### src/pkg/mss_pkg.sv
// package for the multichannel scan sequencer: widths, limits, states
// assumes one 40 MHz clock and a synchronous active-low reset
`default_nettype none
package mss_pkg;
  localparam int SCAN_W     = 24;
  localparam int SAMP_W     = 16;
  localparam int TOTAL_W    = 24;
  localparam int CHAN_W     = 7;
  localparam int GAIN_W     = 2;
  localparam int LIST_DEPTH = 8;
  localparam int LIST_AW    = 3;
  localparam int LEN_W      = 4;
  localparam int DATA_W     = 16;
  localparam int FIFO_DEPTH = 16;
  localparam int FIFO_W     = DATA_W + CHAN_W;
  localparam logic [SCAN_W-1:0]  SCAN_ONE  = 24'h000001;
  localparam logic [SAMP_W-1:0]  SAMP_ONE  = 16'h0001;
  localparam logic [TOTAL_W-1:0] TOTAL_ONE = 24'h000001;
  localparam logic [CHAN_W-1:0]  CHAN_ZERO = 7'h00;
  localparam logic [CHAN_W-1:0]  CHAN_ONE  = 7'h01;
  localparam logic [LIST_AW-1:0] IDX_ZERO  = 3'h0;
  localparam logic [LIST_AW-1:0] IDX_ONE   = 3'h1;
  localparam logic [LEN_W-1:0]   LEN_ONE   = 4'h1;
  typedef enum logic [1:0] {
    MSS_IDLE,
    MSS_WAIT,
    MSS_CONV,
    MSS_BUSY
  } mss_state_e;
endpackage
`default_nettype wire

### src/mss_fifo.sv
// synchronous fifo with valid/ready on both sides
// assumes a single clock; a word moves when valid and ready are both high
`timescale 1ns/1ps
`default_nettype none
module mss_fifo #(
  parameter int WIDTH = 8,
  parameter int DEPTH = 16
) (
  input  wire logic             clk_i,
  input  wire logic             rst_b_i,
  input  wire logic [WIDTH-1:0] in_data_i,
  input  wire logic             in_valid_i,
  output logic                  in_ready_o,
  output logic [WIDTH-1:0]      out_data_o,
  output logic                  out_valid_o,
  input  wire logic             out_ready_i
);
  localparam int AW = $clog2(DEPTH);
  logic [WIDTH-1:0] mem_r [DEPTH];
  logic [AW-1:0]    wr_r, wr_nxt, rd_r, rd_nxt;
  logic [AW:0]      cnt_r, cnt_nxt;
  logic             push, pop;
  // flags are registered so valid and ready leave the fifo from flops
  logic             full_r, full_nxt, nempty_r, nempty_nxt;

  always_comb begin
    push       = in_valid_i && !full_r;
    pop        = out_ready_i && nempty_r;
    wr_nxt     = push ? wr_r + 1'b1 : wr_r;
    rd_nxt     = pop ? rd_r + 1'b1 : rd_r;
    cnt_nxt    = cnt_r + (AW+1)'(push) - (AW+1)'(pop);
    full_nxt   = (cnt_nxt == (AW+1)'(DEPTH));
    nempty_nxt = (cnt_nxt != '0);
  end

  always_ff @(posedge clk_i) begin
    if (!rst_b_i) begin
      wr_r  <= '0;
      rd_r  <= '0;
      cnt_r <= '0;
      full_r   <= 1'b0;
      nempty_r <= 1'b0;
    end else begin
      wr_r  <= wr_nxt;
      rd_r  <= rd_nxt;
      cnt_r <= cnt_nxt;
      full_r   <= full_nxt;
      nempty_r <= nempty_nxt;
    end
  end

  // storage carries no reset, which keeps it mappable to ram
  always_ff @(posedge clk_i) begin
    if (push) begin
      mem_r[wr_r] <= in_data_i;
    end
  end

  assign in_ready_o  = !full_r;
  assign out_valid_o = nempty_r;
  assign out_data_o  = mem_r[rd_r];
endmodule
`default_nettype wire

### src/mss_sequencer.sv
// scan sequencer: paces conversions, walks channels, buffers results
// assumes pacing_a ticks and converter handshakes synchronous to clk_i
`timescale 1ns/1ps
`default_nettype none
// Overview of operation
// - a new scan starts each time the scan interval counter expires with no scan in progress
// - conversions in a scan are spaced by the sample interval count
// - simultaneous mode converts every channel at once, no sample spacing
// - contiguous mode converts channels zero up to highest, every scan
// - list mode applies each entry's gain with its channel, in the same cycle as the strobe
// - single buffer mode stops after exactly scan total scans
// - double buffer mode runs on, wrapping every scan total scans
module mss_sequencer (
  input  wire logic                           clk_i,
  input  wire logic                           rst_b_i,
  input  wire logic                           start_i,
  input  wire logic                           abort_i,
  input  wire logic                           pacing_a_ext_i,
  input  wire logic                           ext_tick_i,
  input  wire logic                           list_mode_i,
  input  wire logic                           simultaneous_i,
  input  wire logic                           double_buffer_i,
  input  wire logic [mss_pkg::SCAN_W-1:0]     scan_interval_count_i,
  input  wire logic [mss_pkg::SAMP_W-1:0]     sample_interval_count_i,
  input  wire logic [mss_pkg::TOTAL_W-1:0]    scan_total_i,
  input  wire logic [mss_pkg::CHAN_W-1:0]     highest_channel_i,
  input  wire logic [mss_pkg::LEN_W-1:0]      channel_list_length_i,
  input  wire logic                           list_wr_i,
  input  wire logic [mss_pkg::LIST_AW-1:0]    list_wr_addr_i,
  input  wire logic [mss_pkg::CHAN_W-1:0]     list_wr_chan_i,
  input  wire logic [mss_pkg::GAIN_W-1:0]     list_wr_gain_i,
  output logic                                conv_start_o,
  output logic                                conv_all_o,
  output logic [mss_pkg::CHAN_W-1:0]          mux_channel_o,
  output logic [mss_pkg::GAIN_W-1:0]          gain_o,
  input  wire logic                           conv_done_i,
  input  wire logic [mss_pkg::DATA_W-1:0]     conv_data_i,
  output logic [mss_pkg::FIFO_W-1:0]          out_data_o,
  output logic                                out_valid_o,
  input  wire logic                           out_ready_i,
  output logic                                running_o,
  output logic                                done_o,
  output logic                                half_buffer_o,
  output logic                                overspeed_o,
  output logic                                overrun_o
);
  logic [mss_pkg::CHAN_W-1:0] list_chan_r [mss_pkg::LIST_DEPTH];
  logic [mss_pkg::GAIN_W-1:0] list_gain_r [mss_pkg::LIST_DEPTH];

  mss_pkg::mss_state_e            st_r, st_nxt;
  logic [mss_pkg::SCAN_W-1:0]     scan_cnt_r, scan_cnt_nxt;
  logic [mss_pkg::SAMP_W-1:0]     samp_cnt_r, samp_cnt_nxt;
  logic [mss_pkg::TOTAL_W-1:0]    scans_left_r, scans_left_nxt;
  logic [mss_pkg::TOTAL_W-1:0]    buf_pos_r, buf_pos_nxt;
  logic [mss_pkg::CHAN_W-1:0]     chan_r, chan_nxt;
  logic [mss_pkg::LIST_AW-1:0]    idx_r, idx_nxt;
  logic                           in_scan_r, in_scan_nxt;
  logic                           pend_r, pend_nxt;
  logic                           conv_start_r, conv_start_nxt;
  logic                           conv_all_r, conv_all_nxt;
  logic [mss_pkg::CHAN_W-1:0]     mux_r, mux_nxt;
  logic [mss_pkg::GAIN_W-1:0]     gain_r, gain_nxt;
  logic                           run_r, run_nxt;
  logic                           done_r, done_nxt;
  logic                           half_r, half_nxt;
  logic                           ovs_r, ovs_nxt;
  logic                           ovr_r, ovr_nxt;
  logic                           tick, scan_start, last_conv, scan_end;
  logic [mss_pkg::FIFO_W-1:0]     fifo_in;
  logic                           fifo_ready;
  logic [mss_pkg::TOTAL_W-1:0]    half_mark;

  always_ff @(posedge clk_i) begin
    if (list_wr_i) begin
      list_chan_r[list_wr_addr_i] <= list_wr_chan_i;
      list_gain_r[list_wr_addr_i] <= list_wr_gain_i;
    end
  end

  always_comb begin
    // internal pacing_a ticks every clock
    tick       = pacing_a_ext_i ? ext_tick_i : 1'b1;
    // scan counter runs free while active; reload on expiry avoids drift
    scan_start = run_r && tick && (scan_cnt_r == mss_pkg::SCAN_ONE);
    last_conv  = simultaneous_i ? 1'b1
               : list_mode_i
                 ? ({1'b0, idx_r} + mss_pkg::LEN_ONE
                    == channel_list_length_i)
                 : (chan_r == highest_channel_i);
    scan_end   = conv_done_i && !pend_r && in_scan_r;
    half_mark  = scan_total_i >> 1;
    fifo_in    = {mux_r, conv_data_i};
  end

  always_comb begin
    st_nxt         = st_r;
    scan_cnt_nxt   = scan_cnt_r;
    samp_cnt_nxt   = samp_cnt_r;
    scans_left_nxt = scans_left_r;
    buf_pos_nxt    = buf_pos_r;
    chan_nxt       = chan_r;
    idx_nxt        = idx_r;
    in_scan_nxt    = in_scan_r;
    pend_nxt       = pend_r;
    conv_start_nxt = 1'b0;
    conv_all_nxt   = conv_all_r;
    mux_nxt        = mux_r;
    gain_nxt       = gain_r;
    run_nxt        = run_r;
    done_nxt       = done_r;
    half_nxt       = 1'b0;
    ovs_nxt        = ovs_r;
    ovr_nxt        = ovr_r;
    if (run_r && tick) begin
      scan_cnt_nxt = (scan_cnt_r == mss_pkg::SCAN_ONE)
                   ? scan_interval_count_i
                   : scan_cnt_r - mss_pkg::SCAN_ONE;
      if (samp_cnt_r != mss_pkg::SAMP_ONE) begin
        samp_cnt_nxt = samp_cnt_r - mss_pkg::SAMP_ONE;
      end
    end
    case (st_r)
      mss_pkg::MSS_IDLE: begin
        if (start_i) begin
          run_nxt        = 1'b1;
          done_nxt       = 1'b0;
          ovs_nxt        = 1'b0;
          ovr_nxt        = 1'b0;
          scan_cnt_nxt   = mss_pkg::SCAN_ONE;
          scans_left_nxt = scan_total_i;
          buf_pos_nxt    = '0;
          st_nxt         = mss_pkg::MSS_WAIT;
        end
      end
      mss_pkg::MSS_WAIT: begin
        if (scan_start) begin
          chan_nxt     = mss_pkg::CHAN_ZERO;
          idx_nxt      = mss_pkg::IDX_ZERO;
          samp_cnt_nxt = mss_pkg::SAMP_ONE;
          in_scan_nxt  = 1'b1;
          st_nxt       = mss_pkg::MSS_CONV;
        end
      end
      mss_pkg::MSS_CONV: begin
        if (samp_cnt_r == mss_pkg::SAMP_ONE && (tick || simultaneous_i)) begin
          conv_start_nxt = 1'b1;
          conv_all_nxt   = simultaneous_i;
          // list entry gain set with the channel, in the same cycle as the strobe
          mux_nxt  = list_mode_i ? list_chan_r[idx_r] : chan_r;
          gain_nxt = list_mode_i ? list_gain_r[idx_r] : '0;
          samp_cnt_nxt = sample_interval_count_i;
          pend_nxt     = !last_conv;
          chan_nxt     = chan_r + mss_pkg::CHAN_ONE;
          idx_nxt      = idx_r + mss_pkg::IDX_ONE;
          st_nxt       = mss_pkg::MSS_BUSY;
        end
      end
      mss_pkg::MSS_BUSY: begin
        if (conv_done_i) begin
          st_nxt = pend_r ? mss_pkg::MSS_CONV : mss_pkg::MSS_WAIT;
        end
      end
      default: st_nxt = mss_pkg::MSS_IDLE;
    endcase
    if (scan_start && st_r != mss_pkg::MSS_WAIT
        && st_r != mss_pkg::MSS_IDLE) begin
      ovs_nxt = 1'b1;
    end
    if (scan_end) begin
      in_scan_nxt = 1'b0;
      if (double_buffer_i) begin
        buf_pos_nxt = (buf_pos_r + mss_pkg::TOTAL_ONE == scan_total_i)
                    ? '0 : buf_pos_r + mss_pkg::TOTAL_ONE;
        half_nxt = (buf_pos_r + mss_pkg::TOTAL_ONE == half_mark)
                || (buf_pos_r + mss_pkg::TOTAL_ONE == scan_total_i);
      end else begin
        scans_left_nxt = scans_left_r - mss_pkg::TOTAL_ONE;
        if (scans_left_r == mss_pkg::TOTAL_ONE) begin
          run_nxt  = 1'b0;
          done_nxt = 1'b1;
          st_nxt   = mss_pkg::MSS_IDLE;
        end
      end
    end
    // after the start clear, so a word lost at the start edge still sets it
    if (conv_done_i && !fifo_ready) begin
      // a full fifo loses the sample: flag it rather than stall the adc
      ovr_nxt = 1'b1;
    end
    if (abort_i) begin
      run_nxt     = 1'b0;
      in_scan_nxt = 1'b0;
      pend_nxt    = 1'b0;
      st_nxt      = mss_pkg::MSS_IDLE;
    end
  end

  always_ff @(posedge clk_i) begin
    if (!rst_b_i) begin
      st_r         <= mss_pkg::MSS_IDLE;
      scan_cnt_r   <= mss_pkg::SCAN_ONE;
      samp_cnt_r   <= mss_pkg::SAMP_ONE;
      scans_left_r <= '0;
      buf_pos_r    <= '0;
      chan_r       <= '0;
      idx_r        <= '0;
      in_scan_r    <= 1'b0;
      pend_r       <= 1'b0;
      conv_start_r <= 1'b0;
      conv_all_r   <= 1'b0;
      mux_r        <= '0;
      gain_r       <= '0;
      run_r        <= 1'b0;
      done_r       <= 1'b0;
      half_r       <= 1'b0;
      ovs_r        <= 1'b0;
      ovr_r        <= 1'b0;
    end else begin
      st_r         <= st_nxt;
      scan_cnt_r   <= scan_cnt_nxt;
      samp_cnt_r   <= samp_cnt_nxt;
      scans_left_r <= scans_left_nxt;
      buf_pos_r    <= buf_pos_nxt;
      chan_r       <= chan_nxt;
      idx_r        <= idx_nxt;
      in_scan_r    <= in_scan_nxt;
      pend_r       <= pend_nxt;
      conv_start_r <= conv_start_nxt;
      conv_all_r   <= conv_all_nxt;
      mux_r        <= mux_nxt;
      gain_r       <= gain_nxt;
      run_r        <= run_nxt;
      done_r       <= done_nxt;
      half_r       <= half_nxt;
      ovs_r        <= ovs_nxt;
      ovr_r        <= ovr_nxt;
    end
  end

  mss_fifo #(
    .WIDTH (mss_pkg::FIFO_W),
    .DEPTH (mss_pkg::FIFO_DEPTH)
  ) u_fifo (
    .clk_i       (clk_i),
    .rst_b_i     (rst_b_i),
    .in_data_i   (fifo_in),
    .in_valid_i  (conv_done_i),
    .in_ready_o  (fifo_ready),
    .out_data_o  (out_data_o),
    .out_valid_o (out_valid_o),
    .out_ready_i (out_ready_i)
  );

  assign conv_start_o  = conv_start_r;
  assign conv_all_o    = conv_all_r;
  assign mux_channel_o = mux_r;
  assign gain_o        = gain_r;
  assign running_o     = run_r;
  assign done_o        = done_r;
  assign half_buffer_o = half_r;
  assign overspeed_o   = ovs_r;
  assign overrun_o     = ovr_r;
endmodule
`default_nettype wire

### config.mk
export PLATFORM = sky130hd
export DESIGN_NAME = mss_sequencer
export DESIGN_NICKNAME = d
export VERILOG_FILES = /design/src/pkg/mss_pkg.sv /design/src/mss_fifo.sv /design/src/mss_sequencer.sv
export SDC_FILE = /design/constraint.sdc
export NUM_CORES = 1
export LEC_CHECK = 0
export ABC_AREA = 1
export BUFFER_PORTS_ARGS = -buffer_cell sky130_fd_sc_hd__buf_2
export CAP_MARGIN = 20
export CORE_ASPECT_RATIO = 1.4
export CORE_UTILIZATION = 25
export DETAILED_ROUTE_END_ITERATION = 8
export GPL_TIMING_DRIVEN = 1
export RECOVER_POWER = 50
export SYNTH_ARGS = -nofsm -noshare
export SYNTH_HDL_FRONTEND = slang
export SYNTH_SLANG_ARGS = --single-unit
### constraint.sdc
create_clock -name clk_i -period 2.06 [get_ports clk_i]
set_input_delay 0.206 -clock clk_i [delete_from_list [all_inputs] [get_ports clk_i]]
set_output_delay 0.206 -clock clk_i [all_outputs]
set_load 0.01 [all_outputs]
# == Yosys cells after proc, flatten, opt, wreduce, memory -nomap -nowiden ==
# Memories as Yosys holds them, arrays and structs flattened. A register that Yosys moved wholly into a read port is not among the register bits.
# Cells that the tools add are included.
# totals
regBits,133
ramBits,440
inputBits,115
out_inout_bits,40
elab_cells,148
n_memories,3
# classes
add_sub_neg,11
eq_ne,15
muxes,63
bitwise_logic,1
n_reduce_logical,32
# mem_list
memory,depth,word_bits,read_ports,rd_clocked_by_memory_dff,wr,line,text
u_fifo.mem_r,16,23,1,1,1,mss_fifo.sv:19,logic [WIDTH-1:0] mem_r [DEPTH];
list_chan_r,8,7,1,1,1,mss_sequencer.sv:47,logic [mss_pkg::CHAN_W-1:0] list_chan_r [mss_pkg::LIST_DEPTH];
list_gain_r,8,2,1,1,1,mss_sequencer.sv:48,logic [mss_pkg::GAIN_W-1:0] list_gain_r [mss_pkg::LIST_DEPTH];
# ops
operator,n
$mux W24,13
$mux W16,4
$eq A24 B1 Y1 const B,2
$sub A24 B1 Y24 const B,2
$pmux W16 S2,1
$add A24 B1 Y24 const B,1
$eq A24 B23 Y1,1
$eq A24 B24 Y1,1
$mux W1,22
$mux W7,3
$mux W2,9
$mux W3,6
$eq A16 B1 Y1 const B,1
$ne A16 B1 Y1 const B,1
$sub A16 B1 Y16 const B,1
$pmux W7 S2,1
$reduce_bool A2 Y1,6
$logic_and A1 B1 Y1,10
$reduce_and A2 Y1,5
$add A4 B1 Y4 const B,2
$mux W4,2
$pmux W2 S4,1
$add A7 B1 Y7 const B,1
$eq A7 B7 Y1,1
other kinds (19),25

# == Logic depth before layout (Yosys ltp) ==
# Gate-level depths: netlist of the first run.
# depth
word_depth,8
mapped_depth,17
mapped_depth_nobuf,16

# == By module ==
# Synthesis of the first run repeated with hierarchy kept, for this count alone.
# unflattened
cells_unflattened,3221
area_unflattened_um2,28112.0
# modules_own_cells
module,instances,cells_per_inst,area_per_inst_um2,seq_area_each_um2
mss_fifo,1,1620,16739.8,11431.0
mss_sequencer,1,1601,11372.2,4584.4

# == Worst setup path before layout of the first run ==
# OpenSTA, ideal clock, no wires.
# synth_path
path_kind,flip-flop to flip-flop
start,register u_fifo.full_r
end,"memory u_fifo.mem_r[11][0] (netlist name), enable pin"
setup_ns,0.403
arrival_time_ns,1.859
required_ns,1.657
setup_slack_ns,-0.202
path_stages_with_launch,6
path_buffers,0
period_less_slack_ns,2.262
path_cell_list,dfxtp_1 > nor2_1 > inv_1 > nor2_1 > nand2_1 > nor2_1
# synth_via
elab_chain_len,4
# synth_rtl
element,line,text
from (decl),mss_fifo.sv:24,"logic full_r, full_nxt, nempty_r, nempty_nxt;"
from (signal assigned),mss_fifo.sv:47,full_r <= full_nxt;
$logic_not A1 Y1,-,
$logic_and A1 B1 Y1,mss_fifo.sv:27,push = in_valid_i && !full_r;
named net u_fifo.push,mss_fifo.sv:22,"logic push, pop;"
$mux W1,mss_fifo.sv:54,if (push) begin
$mux W1 (not written as such),mss_fifo.sv:55,mem_r[wr_r] <= in_data_i;
to (decl),mss_fifo.sv:19,
# The timed path passes the listed nets, and every way through them passes these cells.

==> results.sh, run 1 <==
export IMPL_status="finished with violations"
export IMPL_violations="setup timing"
export IMPL_synth_seq_cells=580
export IMPL_drt_iter0_drc=1180
export IMPL_worst_pin_slew_ns=0.798
export IMPL_synth_compound_area_share_pct=12.3
export IMPL_dieArea_um2=108000
export IMPL_coreArea_um2=106000
export IMPL_clk_pin_slew_worst_paths_ns=0.06
export IMPL_cp_start_kind="flop"
export IMPL_synthAdderAreaFrac_pct=1.24
export IMPL_drtPass1Iterations=6
export IMPL_cp_arrival_ns=2.19
export IMPL_routed_wl_um=79700
export IMPL_grt_overflow=0
export IMPL_power_leakage_nw=13.1
export IMPL_grt_pass1_vias=20566
export IMPL_worst_setup_path_type="flop to primary output"
export IMPL_portBuffers=154
export IMPL_clk_latency_ns=0.67
export IMPL_fin_util_pct=33.0
export IMPL_seqPwrFrac_pct=44.0
export IMPL_cts_buffer_depth=3
export IMPL_fillers=10726
export IMPL_layout_setup_ws_ns=-0.333
export IMPL_setup_violations=48
export IMPL_grt_antenna_before_repair=2
export IMPL_max_cap_viol_count=0
export IMPL_slowest_stage="dfxtp_4"
export IMPL_hold_path_class="primary input to flop"
export IMPL_grt_max_degree=55
export IMPL_synth_main_ff_cell="edfxtp_1"
export IMPL_placed_cell_area_um2=30800
export IMPL_slew_violations=0
export IMPL_initial_core_util_pct=25.3
export IMPL_synth_area_mux_share_pct=3.82
export IMPL_internal_power_mw=21.6
export IMPL_p_sw_mw=8.30
export IMPL_critPathMaxStageDelay_ns=0.46
export IMPL_drc=0
export IMPL_power_total_mw=29.9
export IMPL_timing_hold_ws_ns=0.0776
export IMPL_syn_area_per_cell_um2=10.0
export IMPL_grt_use_total_pct=14.4
export IMPL_max_freq_ghz=0.418
export IMPL_cts_root_buf="clkbuf_16"
export IMPL_antenna_left=0
export IMPL_syn_area_um2=26700
export IMPL_yosysWarnings=0
export IMPL_die_y_um=389
export IMPL_sw_frac_of_total_pct=27.8
export IMPL_async_flop_share_pct=0
export IMPL_pwr_share_comb_pct=19.7
export IMPL_syn_inst=2668
export IMPL_numPlacedInstances=4272
export IMPL_cp_required_ns=1.85
export IMPL_hold_violations=0
export IMPL_clock_sinks=580
export IMPL_period_needed_ns=2.39
export IMPL_ys_types=56
export IMPL_synth_top_family_by_area="simple AND/OR/NAND/NOR gates"
export IMPL_synth_seq_area_share_pct=59.9
export IMPL_peakVddDrop_mv=0.771
export IMPL_grt_pass1_wl_um=120000
export IMPL_final_layout_size_suffix_gt1_share_pct=21.0
export IMPL_crit_path_end_kind="primary output"
export IMPL_nNetsFinal=3246
export IMPL_synth_xor_area_share_pct=1.74
export IMPL_dieWidth_um=278
export IMPL_viasPerCell=4.66
export IMPL_instances_no_fill=4514
export IMPL_syn_nets=2809
export IMPL_final_area_um2=34900
export IMPL_power_per_cell_area_nw_per_um2=856
export IMPL_dpl_hpwl_um=51800
export IMPL_max_slew_margin_rel_pct=46.8
export IMPL_syn_to_final_growth_pct=30.5
export IMPL_path_cells="buf_12, buf_6, mux2i_1, o211ai_1, o211ai_1, nand2_2, buf_6"
export IMPL_numCtsBuffers=59
export IMPL_finalCritPeriodShare_pct=116
export IMPL_ios=155
export IMPL_clkPwrFrac_pct=36.4
export IMPL_synth_simple_area_share_pct=15.1
export IMPL_path_max_fanout=9
export IMPL_rsz0062_at_grt="true"
export IMPL_pre_cts_ws_ns=-0.235
export IMPL_gp_congestion=0.918
export IMPL_fin_tns_setup_ns=-9.01
export IMPL_synth_edff_count=440
export IMPL_vias=21029
export IMPL_fin_skew_ns=0.0599
export IMPL_htree_num_levels=2
export IMPL_rows=141
export IMPL_cts_tree="built"
export IMPL_avgRoutedWirePerCell_um=17.7
## per-layer routing
layer  part of all wire, %  wire, um  track usage [%]
met2                    52     41200             26.4
met5                     0         0                0
met1                    40     31800             16.5
met3                   4.0      3200             1.81
met4                   4.4      3490             6.30
## registers in the layout (all words and copies together) (netlist names), 7 cells and up, named ones only
name,cells
u_fifo.mem_r,368
scans_left_r,24
scan_cnt_r,24
samp_cnt_r,16
list_chan_r,56
chan_r,7
mux_channel_o,7
buf_pos_r,24
list_gain_r,16
## kinds of logic (layout without fill, tap and decap cells)
group | after synthesis | count (layout)
buffers and inverters | 402 | 888
flip-flops | 580 | 580
AND/OR/NAND/NOR | 940 | 941
adder cells (fa/ha/maj) | 26 | 26
XOR/XNOR | 53 | 53
AO/OA/AOI/OAI | 565 | 565
other | 0 | 1
multiplexers | 102 | 102
## cells in the final DEF (no fill, tap or decap), drive strengths merged, types with 9 or more instances in the layout
| cell | count |
|---|---|
| o21ai | 223 |
| o211ai | 102 |
| a22oi | 9 |
| o221ai | 11 |
| nand3 | 164 |
| mux2i | 102 |
| a211oi | 10 |
| nand2 | 423 |
| nand4 | 20 |
| inv | 284 |
| edfxtp | 440 |
| nor3 | 32 |
| dlygate4sd3 | 82 |
| xor2 | 38 |
| xnor2 | 15 |
| a21oi | 170 |
| dfxtp | 140 |
| a31oi | 9 |
| ha | 25 |
| clkinv | 27 |
| nor4 | 11 |
| clkbuf | 124 |
| buf | 359 |
| nor2 | 276 |
## layout make-up
class                   count  area (um^2)  share of cell area [%]
diodes                      1         2.50                 0.00717
clock buffers              79         1590                    4.56
clock inverters            32          375                    1.08
inverters                 289         1090                    3.13
multi-input cells        1687         9930                    28.4
flip-flops and latches    580        16000                    46.0
well taps                1358         1700                    4.87
repair buffers            488         4180                    12.0
## synth_stat cells (5+ instances only)
| cell | count | area, um^2 |
|---|---|---|
| edfxtp_1 | 440 | 13200 |
| nand2_1 | 408 | 1530 |
| inv_1 | 280 | 1050 |
| nor2_1 | 264 | 991 |
| o21ai_0 | 217 | 1090 |
| a21oi_1 | 169 | 846 |
| nand3_1 | 159 | 796 |
| dfxtp_1 | 140 | 2800 |
| mux2i_1 | 102 | 1020 |
| o211ai_1 | 102 | 766 |
| clkbuf_1 | 82 | 308 |
| xor2_1 | 38 | 333 |
| nor3_1 | 32 | 160 |
| ha_1 | 25 | 313 |
| nand4_1 | 20 | 125 |
| buf_2 | 15 | 75.1 |
| xnor2_1 | 15 | 131 |
| nand2_2 | 13 | 81.3 |
| nor4_1 | 11 | 68.8 |
| o221ai_1 | 11 | 96.3 |
| a211oi_1 | 10 | 75.1 |
| buf_1 | 10 | 37.5 |
| a22oi_1 | 9 | 67.6 |
| a31oi_1 | 9 | 56.3 |
| a221oi_1 | 7 | 61.3 |
| o32ai_1 | 7 | 61.3 |
| clkinv_1 | 6 | 22.5 |
| nand3b_1 | 6 | 45.0 |
| nor2_2 | 6 | 37.5 |
| nand3_2 | 5 | 50.1 |
## power by group through the flow
stage | clock network (mW) | logic [mW] | registers, mW
global placement | 0 | 4.75 | 13.4
detailed placement | 0 | 4.79 | 13.4
CTS | 11.2 | 5.52 | 13.1
floorplan | 0 | 3.01 | 13.3
global route | 11.5 | 6.46 | 13.2
finish | 10.9 | 5.88 | 13.1
## final timing paths
kind,slack [ns],from,cells after the start,endpoint
worst max-delay path,-0.33,flop,7,out_data_o[0]
worst min-delay path,0.08,highest_channel_i[0],4,pend_r
worst max register to register,-0.15,buf_pos_r[1],15,buf_pos_r[17]
worst min register to register,0.47,gain_o[1],2,gain_o[1]
## worst max-delay path, delay by kind of cell, from the launching register on
| kind | cells | cell delay, ns |
|---|---|---|
| multiplexers | 1 | 0.18 |
| AO/OA/AOI/OAI | 2 | 0.23 |
| AND/OR/NAND/NOR | 1 | 0.20 |
| buffers and inverters | 3 | 0.48 |
| flip-flops | 1 | 0.46 |
## what timing repair did
action,CTS,global route
pin swaps,38,40
endpoints found under the setup margin,53,99
hold buffers,82,0
setup buffers,19,17
gates cloned,9,3
resized for setup,127,123
hold endpoints to repair,391,0
(Power assumes the default switching activity.)
==> inputs of run 2 (changes only) <==
--- a/config.mk
+++ b/config.mk
@@ -10,6 +10,7 @@
 export CAP_MARGIN = 20
 export CORE_ASPECT_RATIO = 1.4
 export CORE_UTILIZATION = 25
+export CTS_BUF_LIST = sky130_fd_sc_hd__clkbuf_4
 export DETAILED_ROUTE_END_ITERATION = 8
 export GPL_TIMING_DRIVEN = 1
 export RECOVER_POWER = 50
==> run 2 against run 1 <==
The flow still finishes with violations (setup timing). Sequential power hardly changed. Maximum frequency down 15%. Clock skew up 0.023 ns. Design area up 4.2%. Combinational power grew 7.0%. Sequential share of layout area decreased by 1.9 points. Utilization is 1.4 points higher. Total power rose by 0.29%. Setup slack got worse by 0.41 ns.
==> results.sh, run 2 (same netlist as run 1, synthesis figures left out) <==
export IMPL_hold_depth=3
export IMPL_cts_buffer_depth=3
export IMPL_avgRoutedWirePerCell_um=17.6
export IMPL_rsz0062_at_grt="true"
export IMPL_cp_arrival_ns=2.60
export IMPL_grt_overflow=0
export IMPL_hp_start="conv_done_i"
export IMPL_peakVddDrop_mv=0.532
export IMPL_regMostFlops="u_fifo.mem_r"
export IMPL_slew_violations=0
export IMPL_regToRegSetupSlack_ns=-0.14
export IMPL_violations="setup timing"
export IMPL_dieWidth_um=278
export IMPL_placed_cell_area_um2=30800
export IMPL_hold_path_class="primary input to flop"
export IMPL_final_area_um2=36400
export IMPL_initial_core_util_pct=25.3
export IMPL_hold_violations=0
export IMPL_die_y_um=389
export IMPL_cp_start_kind="flop"
export IMPL_final_common_cell="edfxtp_1"
export IMPL_portBuffers=154
export IMPL_grt_use_total_pct=15.4
export IMPL_multi_input_area_um2=9980
export IMPL_dieArea_um2=108000
export IMPL_cts_root_buf="clkbuf_4"
export IMPL_grt_antenna_before_repair=4
export IMPL_fillers=10687
export IMPL_rr_endpoint="half_buffer_o"
export IMPL_power_total_mw=30.0
export IMPL_cts_tree="built"
export IMPL_min_to="overrun_o"
export IMPL_clk_pin_slew_worst_paths_ns=0.06
export IMPL_max_cap_viol_count=0
export IMPL_ff2ff_path_depth=12
export IMPL_reg_largest_list="u_fifo.mem_r: 368 flops, list_chan_r: 56 flops"
export IMPL_final_layout_size_suffix_gt1_share_pct=24.8
export IMPL_rows=141
export IMPL_dpl_hpwl_um=51800
export IMPL_routed_wl_um=84200
export IMPL_register_area_um2=16000
export IMPL_cp_required_ns=1.85
export IMPL_period_needed_ns=2.80
export IMPL_power_per_cell_area_nw_per_um2=824
export IMPL_rr_startpoint="buf_pos_r[1]"
export IMPL_antenna_left=0
export IMPL_numCtsBuffers=149
export IMPL_grtUsageMet2_pct=27.6
export IMPL_path_max_fanout=9
export IMPL_grt_use_met1_pct=16.7
export IMPL_layout_setup_ws_ns=-0.745
export IMPL_grt_max_degree=55
export IMPL_largest_register_ffs=368
export IMPL_clk_latency_ns=1.08
export IMPL_grt_busiest_layer="met2"
export IMPL_worst_setup_path_type="flop to primary output"
export IMPL_drc=0
export IMPL_worst_pin_slew_ns=0.785
export IMPL_crit_path_end_kind="primary output"
export IMPL_fin_skew_ns=0.0827
export IMPL_grt_pass1_vias=22304
export IMPL_grt_pass1_wl_um=127000
export IMPL_syn_to_final_growth_pct=36.0
export IMPL_ios=155
export IMPL_mostFrequentLayoutCells="edfxtp_1, nand2_1, inv_1, nor2_1, clkbuf_4"
export IMPL_nNetsFinal=3461
export IMPL_finalCritPeriodShare_pct=136
export IMPL_power_leakage_nw=13.9
export IMPL_max_slew_margin_rel_pct=47.6
export IMPL_clock_sinks=580
export IMPL_htree_num_levels=4
export IMPL_viasPerCell=4.65
export IMPL_setup_violations=103
export IMPL_status="finished with violations"
export IMPL_vias=22279
export IMPL_drtPass1Iterations=6
export IMPL_drt_iter0_drc=1213
export IMPL_grtUsageMet3_pct=3.12
export IMPL_coreArea_um2=106000
export IMPL_max_freq_ghz=0.357
export IMPL_gp_congestion=0.918
## run 2: cell types whose count changed in the layout (fill, tap and decap cells not counted), sizes merged
| cell | delta |
|---|---|
| clkbuf | +115 |
| dlygate4sd3 | +118 |
| diode | +3 |
| inv | +8 |
| clkinv | +19 |
| bufbuf | -2 |
| buf | +24 |
| clkinvlp | -3 |
## run 2: report_power, final
| group | internal [mW] | leakage [nW] | total [mW] | switching (mW) |
|---|---|---|---|---|
| sequential | 12.9 | 4.98 | 13.1 | 0.204 |
| clock | 5.44 | 1.17 | 10.5 | 5.11 |
| combinational | 2.81 | 7.74 | 6.29 | 3.48 |
| total | 21.2 | 13.9 | 30.0 | 8.80 |
## run 2: critical path: stages (launching register included)
cell and delay (ns):
dfxtp_4 0.48, buf_12 0.20, buf_6 0.11, mux2i_1 0.18, o211ai_1 0.11, o211ai_1 0.13
nand2_2 0.19, buf_6 0.17
## run 2: what timing repair did
action | CTS | global route
hold buffers | 200 | 0
setup buffers | 24 | 17
hold endpoints to repair | 540 | 0
resized for setup | 178 | 127
pin swaps | 70 | 59
setup endpoints to repair | 61 | 109
cloned | 13 | 3
## run 2: worst max path at each step
stage / from / to / slack (ns) / depth (start not counted)
5_1_grt: flop / out_data_o[9] / -0.93 / 7
3_3_place_gp: buf_pos_r[2] / buf_pos_r[13] / -0.21 / 13
2_1_floorplan: u_fifo.full_r / u_fifo.mem_r[11][0] / -0.20 / 5
3_5_place_dp: buf_pos_r[1] / buf_pos_r[11] / -0.24 / 16
4_1_cts: flop / out_data_o[12] / -0.90 / 7
6_report: flop / out_data_o[0] / -0.74 / 7
## run 2: metal layers
metal | share of wire, % | vias to the layer above
met1 | 39 | 10688
met5 | 0 | -
met4 | 4.6 | 0
met3 | 4.7 | 209
met2 | 52 | 632
li1 | - | 10750
## run 2: area by class of cell
type | count | area share, %
Multi-Input combinational cell | 1687 | 27.4
Clock inverter | 56 | 1.23
Inverter | 289 | 3.00
Antenna cell | 4 | 0.0275
Sequential cell | 580 | 44.1
Tap cell | 1358 | 4.67
Timing Repair Buffer | 613 | 15.2
Clock buffer | 209 | 4.31
## run 2: per-stage QoR
| stage | hold WS [ns] | worst slack, ns | TNS (ns) | instances | util (%) |
|---|---|---|---|---|---|
| after global placement | 0.443 | -0.206 | -4.63 | 4272 | 29.1 |
| after floorplan | 0.305 | -0.202 | -9.27 | 2668 | - |
| after detailed placement | 0.448 | -0.235 | -5.22 | 4272 | 29.1 |
| final | 0.160 | -0.745 | -20.17 | 4796 | 34.4 |
| after global routing | 0.0799 | -0.934 | -58.73 | 4795 | 34.4 |
| after CTS | 0.00311 | -0.899 | -22.42 | 4772 | 33.9 |
